`src/hw/ims_pkg.sv`:
```
// Package: constants, bus carriers and state codes for the ISA handshake block
`default_nettype none
package ims_pkg;
   // ----------------------------------------------------------------
   // Timing
   // ----------------------------------------------------------------
   localparam int CLK_PERIOD_NS = 50;                 // core_clk period
   localparam int CMD_MIN_NS    = 250;                // Least strobe width of own cycles
   localparam int CMD_CYC       = (CMD_MIN_NS + CLK_PERIOD_NS - 1) / CLK_PERIOD_NS;
   localparam logic [3:0] CMD_CNT_INIT = 4'(CMD_CYC - 1);
   localparam logic [7:0] BACKOFF_MIN  = 8'h08;       // Shortest gap between requests
   localparam logic [7:0] BACKOFF_MAX  = 8'h80;       // Longest gap between requests
   localparam logic [7:0] BACKOFF_RST  = BACKOFF_MIN; // Gap length after reset
   // ----------------------------------------------------------------
   // Geometry
   // ----------------------------------------------------------------
   localparam int NCH     = 4;   // Channels 3,5,6,7 sit at index 0..3
   localparam int IO_LSB  = 4;   // Slave window is 16 bytes
   localparam int IO_MSB  = 9;   // Slave decode uses address bits 9..4
   // ----------------------------------------------------------------
   // Carriers
   // ----------------------------------------------------------------
   typedef struct packed {
      logic          aen;        // High during DMA cycles
      logic          bale;       // Address latch strobe
      logic [3:0]    dack_n;     // Acknowledge per channel
      logic          ref_n;      // Refresh in progress
      logic          ior_n;      // I/O read strobe
      logic          iow_n;      // I/O write strobe
      logic          iochrdy;    // Ready line as seen on the wire
      logic          master_n;   // Master line as seen on the wire
      logic [23:17]  la;         // Unlatched address
      logic [19:0]   sa;         // Latched address
      logic [15:0]   sd;         // Data bus
   } ims_bus_in_type;
   typedef struct packed {
      logic [3:0]    drq;        // Request per channel
      logic          drq_oe_n;   // Request drivers enabled
      logic          iochrdy;    // Open drain level, always low
      logic          iochrdy_oe_n; // Pull ready low
      logic          master_n;   // Open drain level, always low
      logic          master_oe_n;  // Pull master low
      logic          memr_n;     // Own memory read strobe
      logic          memw_n;     // Own memory write strobe
      logic          sbhe_n;     // High byte enable
      logic          ctl_oe_n;   // Strobe and byte enable drivers
      logic [23:17]  la;         // Own unlatched address
      logic [19:0]   sa;         // Own latched address
      logic          addr_oe_n;  // Address drivers
      logic [15:0]   sd;         // Data out
      logic          sd_oe_n;    // Data drivers
   } ims_bus_out_type;
   // ----------------------------------------------------------------
   // States
   // ----------------------------------------------------------------
   typedef enum logic [5:0] {
      MS_IDLE = 6'h01, MS_REQ  = 6'h02, MS_OWN = 6'h04,
      MS_ADDR = 6'h08, MS_STRB = 6'h10, MS_NEXT = 6'h20
   } ims_mstate_type;
   typedef enum logic [2:0] {
      SS_IDLE = 3'h1, SS_WAIT = 3'h2, SS_HOLD = 3'h4
   } ims_sstate_type;
endpackage
`default_nettype wire

```
`src/hw/ims_isa_if.sv`:
```
// ISA handshake: alternate-master ownership and slave I/O readiness
`default_nettype none
module ims_isa_if
   import ims_pkg::*;
(
   // Clock and reset
   input  wire logic                   core_clk,
   input  wire logic                   nrst,
   // ISA pins
   input  wire ims_pkg::ims_bus_in_type bus_i,
   output ims_pkg::ims_bus_out_type    bus_o,
   // Configuration
   input  wire logic [1:0]             dma_chan,    // 0..3 for channels 3,5,6,7
   input  wire logic [9:4]             io_base,     // Slave window base
   // Master requests from the core
   input  wire logic                   mst_valid,
   input  wire logic                   mst_write,
   input  wire logic                   mst_last,
   input  wire logic [23:0]            mst_addr,
   input  wire logic [15:0]            mst_wdata,
   output logic                        mst_done,    // Pulse per finished cycle
   output logic [15:0]                 mst_rdata,
   output logic                        mst_owner,   // Bus is ours
   // Slave accesses to the core
   output logic                        slv_rd,      // Pulse
   output logic                        slv_wr,      // Pulse
   output logic [3:0]                  slv_addr,
   output logic [15:0]                 slv_wdata,
   input  wire logic                   slv_ack,
   input  wire logic [15:0]            slv_rdata,
   // Held upper address
   output logic [23:20]                la_hold
);
   import ims_pkg::*;
   // ----------------------------------------------------------------
   // State
   // ----------------------------------------------------------------
   ims_mstate_type  ms_q, ms_d;            // Master sequencer
   ims_sstate_type  ss_q, ss_d;            // Slave sequencer
   ims_bus_out_type out_q, out_d;          // Every pin driven from here
   logic [1:0]      ch_q, ch_d;            // Channel held for this ownership
   logic [23:0]     addr_q, addr_d;        // Byte address of current cycle, as driven on SA and LA
   logic [15:0]     wdat_q, wdat_d;        // Write data of current cycle
   logic            wr_q, wr_d;            // Current cycle is a write
   logic            last_q, last_d;        // Current cycle ends the burst
   logic [3:0]      cnt_q, cnt_d;          // Least strobe width counter
   logic            done_q, done_d;
   logic [15:0]     rdat_q, rdat_d;
   logic            srd_q, srd_d;
   logic            swr_q, swr_d;
   logic [3:0]      sadr_q, sadr_d;
   logic [15:0]     swd_q, swd_d;
   logic [23:20]    la_q, la_d;
   logic            bo_start;              // Ownership just given up
   logic            bo_ready;              // Gap has run out
   logic            contend;               // Foreign master on the bus
   logic            dack_ok;               // Usable acknowledge
   // ----------------------------------------------------------------
   // Decode helpers
   // ----------------------------------------------------------------
   // Slave hit: host must have AEN low for our cycles
   function automatic logic io_hit(input ims_bus_in_type b, input logic [9:4] base);
      io_hit = !b.aen && (b.sa[IO_MSB:IO_LSB] == base);
   endfunction
   // Driver release pattern, shared by reset and hand-back
   function automatic ims_bus_out_type released();
      ims_bus_out_type r;
      r              = '0;
      r.drq_oe_n     = 1'b0;       // Request pins stay driven, low
      r.iochrdy_oe_n = 1'b1;
      r.master_oe_n  = 1'b1;
      r.memr_n       = 1'b1;
      r.memw_n       = 1'b1;
      r.sbhe_n       = 1'b1;
      r.ctl_oe_n     = 1'b1;
      r.addr_oe_n    = 1'b1;
      r.sd_oe_n      = 1'b1;
      released       = r;
   endfunction
   // Only our own channel's acknowledge counts, and never during refresh
   assign dack_ok = !bus_i.dack_n[ch_q] && bus_i.ref_n;
   // A master line pulled low while we do not pull it is another master
   assign contend = !bus_i.master_n && out_q.master_oe_n;
   // ----------------------------------------------------------------
   // Gap timer between requests
   // ----------------------------------------------------------------
   ims_backoff u_backoff (
      .core_clk (core_clk),
      .nrst     (nrst),
      .start    (bo_start),
      .contend  (contend),
      .ready    (bo_ready)
   );
   // ----------------------------------------------------------------
   // Next-state logic
   // ----------------------------------------------------------------
   // Master and slave sequencers share the pin register; they never overlap
   // because the host cannot address us while we own the bus.
   always_comb begin
      ms_d     = ms_q;
      ss_d     = ss_q;
      out_d    = out_q;
      ch_d     = ch_q;
      addr_d   = addr_q;
      wdat_d   = wdat_q;
      wr_d     = wr_q;
      last_d   = last_q;
      cnt_d    = cnt_q;
      done_d   = 1'b0;
      rdat_d   = rdat_q;
      srd_d    = 1'b0;
      swr_d    = 1'b0;
      sadr_d   = sadr_q;
      swd_d    = swd_q;
      la_d     = la_q;
      bo_start = 1'b0;
      // Upper address follows LA while BALE is high, holds after it falls
      if (bus_i.bale) la_d = bus_i.la[23:20];
      // Master sequencer
      case (ms_q)
         MS_IDLE: begin
            // New request only after the gap has run out
            if (mst_valid && bo_ready) begin
               ch_d   = dma_chan;
               addr_d = mst_addr;
               wdat_d = mst_wdata;
               wr_d   = mst_write;
               last_d = mst_last;
               out_d.drq = 4'h1 << dma_chan;
               ms_d   = MS_REQ;
            end
         end
         MS_REQ: begin
            // Request stays up until acknowledged
            if (dack_ok) begin
               out_d.master_oe_n = 1'b0;
               ms_d = MS_OWN;
            end
         end
         MS_OWN: begin
            // Two cycles of MASTER alone (this state and MS_ADDR) before our drivers turn on
            ms_d = MS_ADDR;
         end
         MS_ADDR: begin
            // Address, byte enable, write data and strobe all go out together
            out_d.addr_oe_n = 1'b0;
            out_d.sa        = addr_q[19:0];
            out_d.la        = addr_q[23:17];
            out_d.ctl_oe_n  = 1'b0;
            out_d.sbhe_n    = 1'b0;
            out_d.sd        = wdat_q;
            out_d.sd_oe_n   = !wr_q;
            cnt_d           = CMD_CNT_INIT;
            out_d.memw_n    = !wr_q;
            out_d.memr_n    = wr_q;
            ms_d            = MS_STRB;
         end
         MS_STRB: begin
            if (cnt_q != 4'h0) begin
               cnt_d = cnt_q - 4'h1;
            end else if (bus_i.iochrdy) begin
               // Read data taken as the strobe ends
               if (!wr_q) rdat_d = bus_i.sd;
               done_d       = 1'b1;
               out_d.memr_n = 1'b1;
               out_d.memw_n = 1'b1;
               ms_d         = MS_NEXT;
            end
         end
         MS_NEXT: begin
            if (mst_valid && !last_q) begin
               // Burst continues without giving up the bus
               addr_d = mst_addr;
               wdat_d = mst_wdata;
               wr_d   = mst_write;
               last_d = mst_last;
               ms_d   = MS_ADDR;
            end else begin
               // Hand-back: all but the request drivers float, request and MASTER fall together
               out_d    = released();
               bo_start = 1'b1;
               ms_d     = MS_IDLE;
            end
         end
         default: begin
            out_d = released();
            ms_d  = MS_IDLE;
         end
      endcase
      // Slave sequencer, only while another party owns the bus
      case (ss_q)
         SS_IDLE: begin
            if (out_q.master_oe_n && io_hit(bus_i, io_base)) begin
               sadr_d = bus_i.sa[3:0];
               if (!bus_i.ior_n) begin
                  // Hold the host off until read data is on the bus
                  out_d.iochrdy_oe_n = 1'b0;
                  srd_d = 1'b1;
                  ss_d  = SS_WAIT;
               end else if (!bus_i.iow_n) begin
                  // Data captured at this edge, so ready need not fall
                  swd_d = bus_i.sd;
                  swr_d = 1'b1;
                  ss_d  = SS_HOLD;
               end
            end
         end
         SS_WAIT: begin
            if (slv_ack) begin
               out_d.sd           = slv_rdata;
               out_d.sd_oe_n      = 1'b0;
               out_d.iochrdy_oe_n = 1'b1;
               ss_d               = SS_HOLD;
            end
         end
         SS_HOLD: begin
            // Data stays on the bus until the host lifts its strobe
            if (bus_i.ior_n && bus_i.iow_n) begin
               out_d.sd_oe_n = 1'b1;
               ss_d          = SS_IDLE;
            end
         end
         default: begin
            ss_d = SS_IDLE;
         end
      endcase
   end
   // ----------------------------------------------------------------
   // Registers
   // ----------------------------------------------------------------
   always_ff @(posedge core_clk or negedge nrst) begin
      if (!nrst) begin
         ms_q   <= MS_IDLE;
         ss_q   <= SS_IDLE;
         out_q  <= released();
         ch_q   <= 2'h0;
         addr_q <= 24'h000000;
         wdat_q <= 16'h0000;
         wr_q   <= 1'b0;
         last_q <= 1'b0;
         cnt_q  <= 4'h0;
         done_q <= 1'b0;
         rdat_q <= 16'h0000;
         srd_q  <= 1'b0;
         swr_q  <= 1'b0;
         sadr_q <= 4'h0;
         swd_q  <= 16'h0000;
         la_q   <= 4'h0;
      end else begin
         ms_q   <= ms_d;
         ss_q   <= ss_d;
         out_q  <= out_d;
         ch_q   <= ch_d;
         addr_q <= addr_d;
         wdat_q <= wdat_d;
         wr_q   <= wr_d;
         last_q <= last_d;
         cnt_q  <= cnt_d;
         done_q <= done_d;
         rdat_q <= rdat_d;
         srd_q  <= srd_d;
         swr_q  <= swr_d;
         sadr_q <= sadr_d;
         swd_q  <= swd_d;
         la_q   <= la_d;
      end
   end

   // ----------------------------------------------------------------
   // Outputs, all straight from flops
   // ----------------------------------------------------------------
   assign bus_o     = out_q;
   assign mst_done  = done_q;
   assign mst_rdata = rdat_q;
   assign mst_owner = !out_q.master_oe_n;
   assign slv_rd    = srd_q;
   assign slv_wr    = swr_q;
   assign slv_addr  = sadr_q;
   assign slv_wdata = swd_q;
   assign la_hold   = la_q;
endmodule
`default_nettype wire

```
`src/hw/ims_backoff.sv`:
```
// Adaptive gap timer placed between back-to-back bus requests
`default_nettype none
module ims_backoff
   import ims_pkg::*;
(
   // Clock and reset
   input  wire logic core_clk,
   input  wire logic nrst,
   // Control
   input  wire logic start,      // Pulse when ownership is given up
   input  wire logic contend,    // Another master was seen on the bus
   output logic      ready       // Gap has run out
);
   // ----------------------------------------------------------------
   // Gap length and counter
   // ----------------------------------------------------------------
   logic [7:0] gap_q, gap_d;     // Current gap length
   logic [7:0] cnt_q, cnt_d;     // Remaining cycles of gap
   logic       seen_q, seen_d;   // Contention seen in this gap

   // Next values: grow the gap when another master competes, shrink it when alone
   always_comb begin
      gap_d  = gap_q;
      cnt_d  = cnt_q;
      seen_d = seen_q | contend;
      if (start) begin
         cnt_d  = gap_q;
         seen_d = 1'b0;
      end else if (cnt_q != 8'h00) begin
         cnt_d = cnt_q - 8'h01;
         if (cnt_q == 8'h01) begin
            // Doubling lets the other master finish its burst first
            if (seen_d && gap_q < BACKOFF_MAX) gap_d = {gap_q[6:0], 1'b0};
            else if (!seen_d && gap_q > BACKOFF_MIN) gap_d = {1'b0, gap_q[7:1]};
         end
      end
   end

   // Registers
   always_ff @(posedge core_clk or negedge nrst) begin
      if (!nrst) begin
         gap_q  <= BACKOFF_RST;
         cnt_q  <= 8'h00;
         seen_q <= 1'b0;
      end else begin
         gap_q  <= gap_d;
         cnt_q  <= cnt_d;
         seen_q <= seen_d;
      end
   end

   assign ready = (cnt_q == 8'h00);
endmodule
`default_nettype wire

```
`config.mk`:
```
export PLATFORM = sky130hd
export DESIGN_NAME = ims_isa_if
export DESIGN_NICKNAME = d
export VERILOG_FILES = /design/src/hw/ims_pkg.sv /design/src/hw/ims_isa_if.sv /design/src/hw/ims_backoff.sv
export SDC_FILE = /design/constraint.sdc
export NUM_CORES = 1
export LEC_CHECK = 0
export ABC_AREA = 1
export BUFFER_PORTS_ARGS = -buffer_cell sky130_fd_sc_hd__buf_2
export CAP_MARGIN = 5
export CORE_MARGIN = 1
export CORE_UTILIZATION = 56
export CTS_CLUSTER_DIAMETER = 30
export DETAILED_ROUTE_END_ITERATION = 6
export GPL_ROUTABILITY_DRIVEN = 0
export GPL_TIMING_DRIVEN = 0
export PLACE_DENSITY = 0.91
export SLEW_MARGIN = 20
export SYNTH_ARGS = -nofsm -noshare
export SYNTH_HDL_FRONTEND = slang
export SYNTH_SLANG_ARGS = --single-unit
```
`constraint.sdc`:
```
create_clock -name core_clk -period 3.35 [get_ports core_clk]
set_input_delay 0.67 -clock core_clk [delete_from_list [all_inputs] [get_ports core_clk]]
set_output_delay 0.67 -clock core_clk [all_outputs]
set_load 0.1 [all_outputs]
```
* Word-level counts from Yosys, hierarchy flattened
Index checks and enable logic that the tools add are counted.
** Word-level totals
- Output and inout bits :: 102
- Register bits :: 175
- Logic and storage cells :: 176
** Operators by class
- Reduce and logical (&&, ||, !) cells :: 42
- Mux-type cells :: 63
- Shift-type cells :: 1
- $add $sub $neg :: 2
- Magnitude comparators :: 3
- Bitwise gates (word level) :: 10
- Equal/unequal tests :: 22
** Operators with widths (number)
- $pmux W47 S3 :: 1
- $mux W58 :: 1
- $mux W16 :: 3
- $mux W24 :: 2
- $pmux W24 S2 :: 1
- $pmux W6 S6 :: 1
- $mux W8 :: 4
- $pmux W16 S2 :: 1
- $mux W6 :: 4
- $reduce_and A4 Y1 :: 6
- $mux W1 :: 23
- $ne A2 B2 Y1 const B :: 10
- $mux W17 :: 1
- $pmux W4 S2 :: 2
- $mux W3 :: 5
- $mux W4 :: 3
- $pmux W4 S3 :: 1
- $reduce_or A4 Y1 :: 3
- $reduce_and A2 Y1 :: 5
- $logic_and A1 B1 Y1 :: 9
- $not A1 Y1 :: 9
- $pmux W3 S3 :: 1
- $reduce_and A3 Y1 :: 3
- $eq A8 B1 Y1 const B :: 1
- 30 further kinds :: 43

* Logic depth before layout (Yosys ltp)
- Word-level depth :: 7
- Mapped depth :: 11

* By module
Synthesis repeated with hierarchy kept, for this count alone.
** Second synthesis, totals
- Cells, all modules :: 882
- Area total of the unflattened synthesis :: 7717.4 µm²
** By module, submodules not included
- ims_isa_if :: seq. area each 3763.6 µm², area each 6688.9 µm², times used 1, cells each 753
- ims_backoff :: seq. area each 426.7 µm², area each 1028.5 µm², times used 1, cells each 129

* Least setup slack after synthesis
No wires, ideal clock.
- Path kind :: reg2reg
- Start :: reg out_q, in the netlist bus_o[49]
- End :: reg u_backoff.gap_q[0]
- Arrival :: 2.306 ns
- Clock period less this slack :: 2.423 ns
- Stages on the path, launching flop included :: 10
- Slack :: 0.927 ns
- Buffers on the path :: 0
- Data required time :: 3.233 ns
- Path through :: dfstp_2 -> inv_1 -> nor2_1 -> nor2_1 -> nor2_1 -> nor2_1 -> o211ai_2 -> nand2_2 -> nand2_1 -> nand2_1
** Between the ends
- Longest elaborated chain between the ends :: 6
- Elaborated cells between the ends (all ways) :: 8
- Those cells by class :: 1 x mux; 1 x bitwise; 6 x reduce/logical
** Ends and longest elaborated chain
- start, declared :: line ims_isa_if.sv:40 : ims_bus_out_type out_q, out_d;
- start signal, assigned :: line ims_isa_if.sv:235 : out_q <= released();
- start signal, assigned :: line ims_isa_if.sv:252 : out_q <= out_d;
- $logic_and A1 B1 Y1 * :: line ims_isa_if.sv:83 : assign contend = !bus_i.master_n && out_q.master_oe_n;
- $or A1 B1 Y1 * :: line ims_backoff.sv:25 : seen_d = seen_q | contend;
- $logic_not A1 Y1 :: line ims_backoff.sv:34 : else if (!seen_d && gap_q > BACKOFF_MIN) gap_d = {1'b0, gap_q[7:1]};
- $logic_and A1 B1 Y1 :: line ims_backoff.sv:34
- $reduce_bool A2 Y1 (no line)
- $reduce_and A4 Y1 (no line)
- end signal, assigned :: line ims_backoff.sv:46 : gap_q <= gap_d;
- end, declared :: line ims_backoff.sv:17 : logic [7:0] gap_q, gap_d;
Mark *: on every way between the ends. The rest lies on a longest branch, timed or not.
A chain may end at the register's enable or synchronous reset.

==> results.ini <==
[cts]
clock_path_buffers = 2
clkTransAtPathRegs_ps = 60
root_buffer = clkbuf_16
tritoncts = built
clkSinkCount = 167
cts_resized = 0
postCtsHoldBufs = 0
post-cts-setup-buffers = 0
cts_inserted_buffers = 17
clk_latency_ps = 440
h-tree-depth = 4

[routing]
drtIter0Drc = 366
routedWlPerCell_um = 14.7
ant_nets = 0
routed_wl_mm = 18.9
dr.pass1.iters = 5
route.detailed.drc = 0
vias = 6592
viasPerCell = 5.12

[die]
die_area_um2 = 14300
ios = 226
row_count = 42
core_um2 = 13300
die_y_um = 120
die_w_um = 120
start_util = 0.581

[sta]
hold_viol = 0
clock.fmax_mhz = 463
tns_ps = 0
grt_setup_unrepaired = no
skew_ps = 14.8
slew_viol_final = 0
layout_min_cycle_time_ps = 2160
fin_crit_sh = 0.645
setup_slack_ps = 1190
tightestPinTransition_ps = 519
setup_viol = 0
relSlewSlack = 0.656

[global_route]
gr-total-overflow = 0
grt_first_pass_wirelength_mm = 31.1
grt_max_degree = 63
grt_pass1_vias = 6612
track_usage = 0.280
antenna_found_initial = 1

[synth]
syn_avg_cell_area_um2 = 8.95
synth_cell_types = 42
ys_ff_latch = 167
yosysTopAreaCellShare = 0.510
yosysSeqAreaShare = 0.541
syn_inst = 866
yosys_warnings = 0
synthTopCellsByArea = dfrtp_1, nand2_1, inv_1, o21ai_2, nand2_2
synthesis.area_um2 = 7750
synth_area_leader_cell = dfrtp_1

[finish]
final_cell_mix = nand2_1, buf_2, dfrtp_1
final_nets = 1225
fillers = 975
final_common_cell = nand2_1
layout-drive-gt1-share = 0.360
area_growth_pct = 24.8
utilization = 0.725
final_cells = 1288

[placed_design]
io_buffers = 209
dp_hpwl_mm = 13.9
pre_cts_ws_ps = 1350
dp_cells = 1255

[setup_path]
criticalPathCategory = reg -> out
end_kind = primary output
critical_path_required_ps = 2680
worst_ep_arrival_time_ps = 1490
crit_fanout = 4
start_kind = flop

[power]
leakagePower_nw = 5.55
p_per_area_nw_per_um2 = 850
finalPower_w = 0.00822
worst_ir_drop_vdd_v = 0.000452

[hold_path]
min_path_type = in -> async

[run]
max-cap-violations = 0

[status]
outcome = finished clean

[report_power, final]
group	switching (W)	total, W	internal [W]
clock	0.000799	0.00194	0.00114
combinational	0.00252	0.00350	0.000974
sequential	0.000303	0.00279	0.00249
[area by class of cell]
cell class | count | area [µm²] | share of cell area
Buffer | 35 | 262 | 0.0270
Multi-Input combinational cell | 541 | 2840 | 0.293
Timing Repair Buffer | 211 | 1110 | 0.115
Clock buffer | 21 | 460 | 0.0476
Inverter | 125 | 470 | 0.0486
Antenna cell | 1 | 2.50 | 0.000259
Sequential cell | 167 | 4190 | 0.433
Clock inverter | 11 | 123 | 0.0127
Tap cell | 176 | 220 | 0.0228
[registers in the layout, summed over array words and instances, names as in the netlist, 2 cells and up]
| register | flops |
|---|---|
| addr_q | 24 |
| bus_o | 50 |
| ch_q | 2 |
| cnt_q | 4 |
| la_hold | 4 |
| ms_q | 6 |
| mst_rdata | 16 |
| slv_addr | 4 |
| slv_wdata | 16 |
| ss_q | 3 |
| u_backoff.cnt_q | 8 |
| u_backoff.gap_q | 8 |
| wdat_q | 16 |
[Yosys cell counts]
cell	instances
inv_2	13
nand2_4	2
o21ai_1	26
a22o_1	24
nor2_4	3
conb_1	1
o211ai_2	1
ha_1	3
nand3_4	1
nand4_1	3
clkbuf_2	1
o21ai_2	41
xnor2_1	4
a21oi_1	4
dfstp_2	9
o22ai_1	3
nand4_2	1
nor3_2	1
buf_4	12
nand2_2	43
xor2_1	2
nand3_2	4
dfrtp_1	158
mux2_2	4
nor2_2	4
o31ai_1	1
o221ai_1	2
nand2_1	239
nor2_1	43
clkinv_2	1
nand3_1	34
o21ai_0	34
inv_1	111
o211ai_1	2
a31oi_1	1
buf_2	10
buf_8	5
or2_2	1
nand3b_1	1
clkbuf_1	5
nor3_1	6
buf_6	2
[logic make-up (layout without fill, tap and decap cells)]
logic type | after synthesis | after routing | synth area share
other | 1 | 4 | 0.000484
AO/OA/AOI/OAI | 139 | 139 | 0.125
adder cells (fa/ha/maj) | 3 | 3 | 0.00484
XOR/XNOR | 6 | 6 | 0.00678
buffers and inverters | 160 | 403 | 0.0944
AND/OR/NAND/NOR | 386 | 386 | 0.222
flip-flops | 167 | 167 | 0.541
multiplexers | 4 | 4 | 0.00581
[path summary, 6_finish.rpt]
| path | start | to | slack (ps) | cells past startpoint |
|---|---|---|---|---|
| setup / recovery | bus_o[46]$_DFFE_PN1P_ | bus_o[45] | 1190 | 2 |
| hold / removal | nrst | u_backoff.gap_q[6]$_DFFE_PN0P_ | 140 | 1 |
| setup reg to reg | u_backoff.cnt_q[0]$_DFFE_PN0P_ | addr_q[11]$_DFFE_PN0P_ | 1510 | 11 |
| hold reg to reg | bus_o[48]$_DFFE_PN1P_ | bus_o[48]$_DFFE_PN1P_ | 460 | 2 |
| max in group asynchronous | nrst | bus_o[51]$_DFF_PN1_ | 2260 | 3 |
| min in group core_clk | slv_rdata[7] | bus_o[8]$_DFF_PN0_ | 440 | 3 |
[through the flow]
step / instance area [µm²] / hold WS (ps)
floorplan: 7760 / 374
global placement: 9020 / 451
detailed placement: 9090 / 453
CTS: 9670 / 146
global route: 9670 / 160
finish: 9670 / 137
[critical path: stages, from the launching register on]
cell     delay [ps]
dfstp_2         550
buf_4           100
buf_2           410
[routing by layer]
| layer | GRT usage | vias up | share of wire |
|---|---|---|---|
| met1 | 0.331 | 3148 | 0.40 |
| met5 | 0 | - | 0 |
| met3 | 0.0803 | 51 | 0.061 |
| met2 | 0.474 | 218 | 0.51 |
| met4 | 0.119 | 0 | 0.030 |
| li1 | - | 3175 | - |
Power figures use the tool's default switching activity.
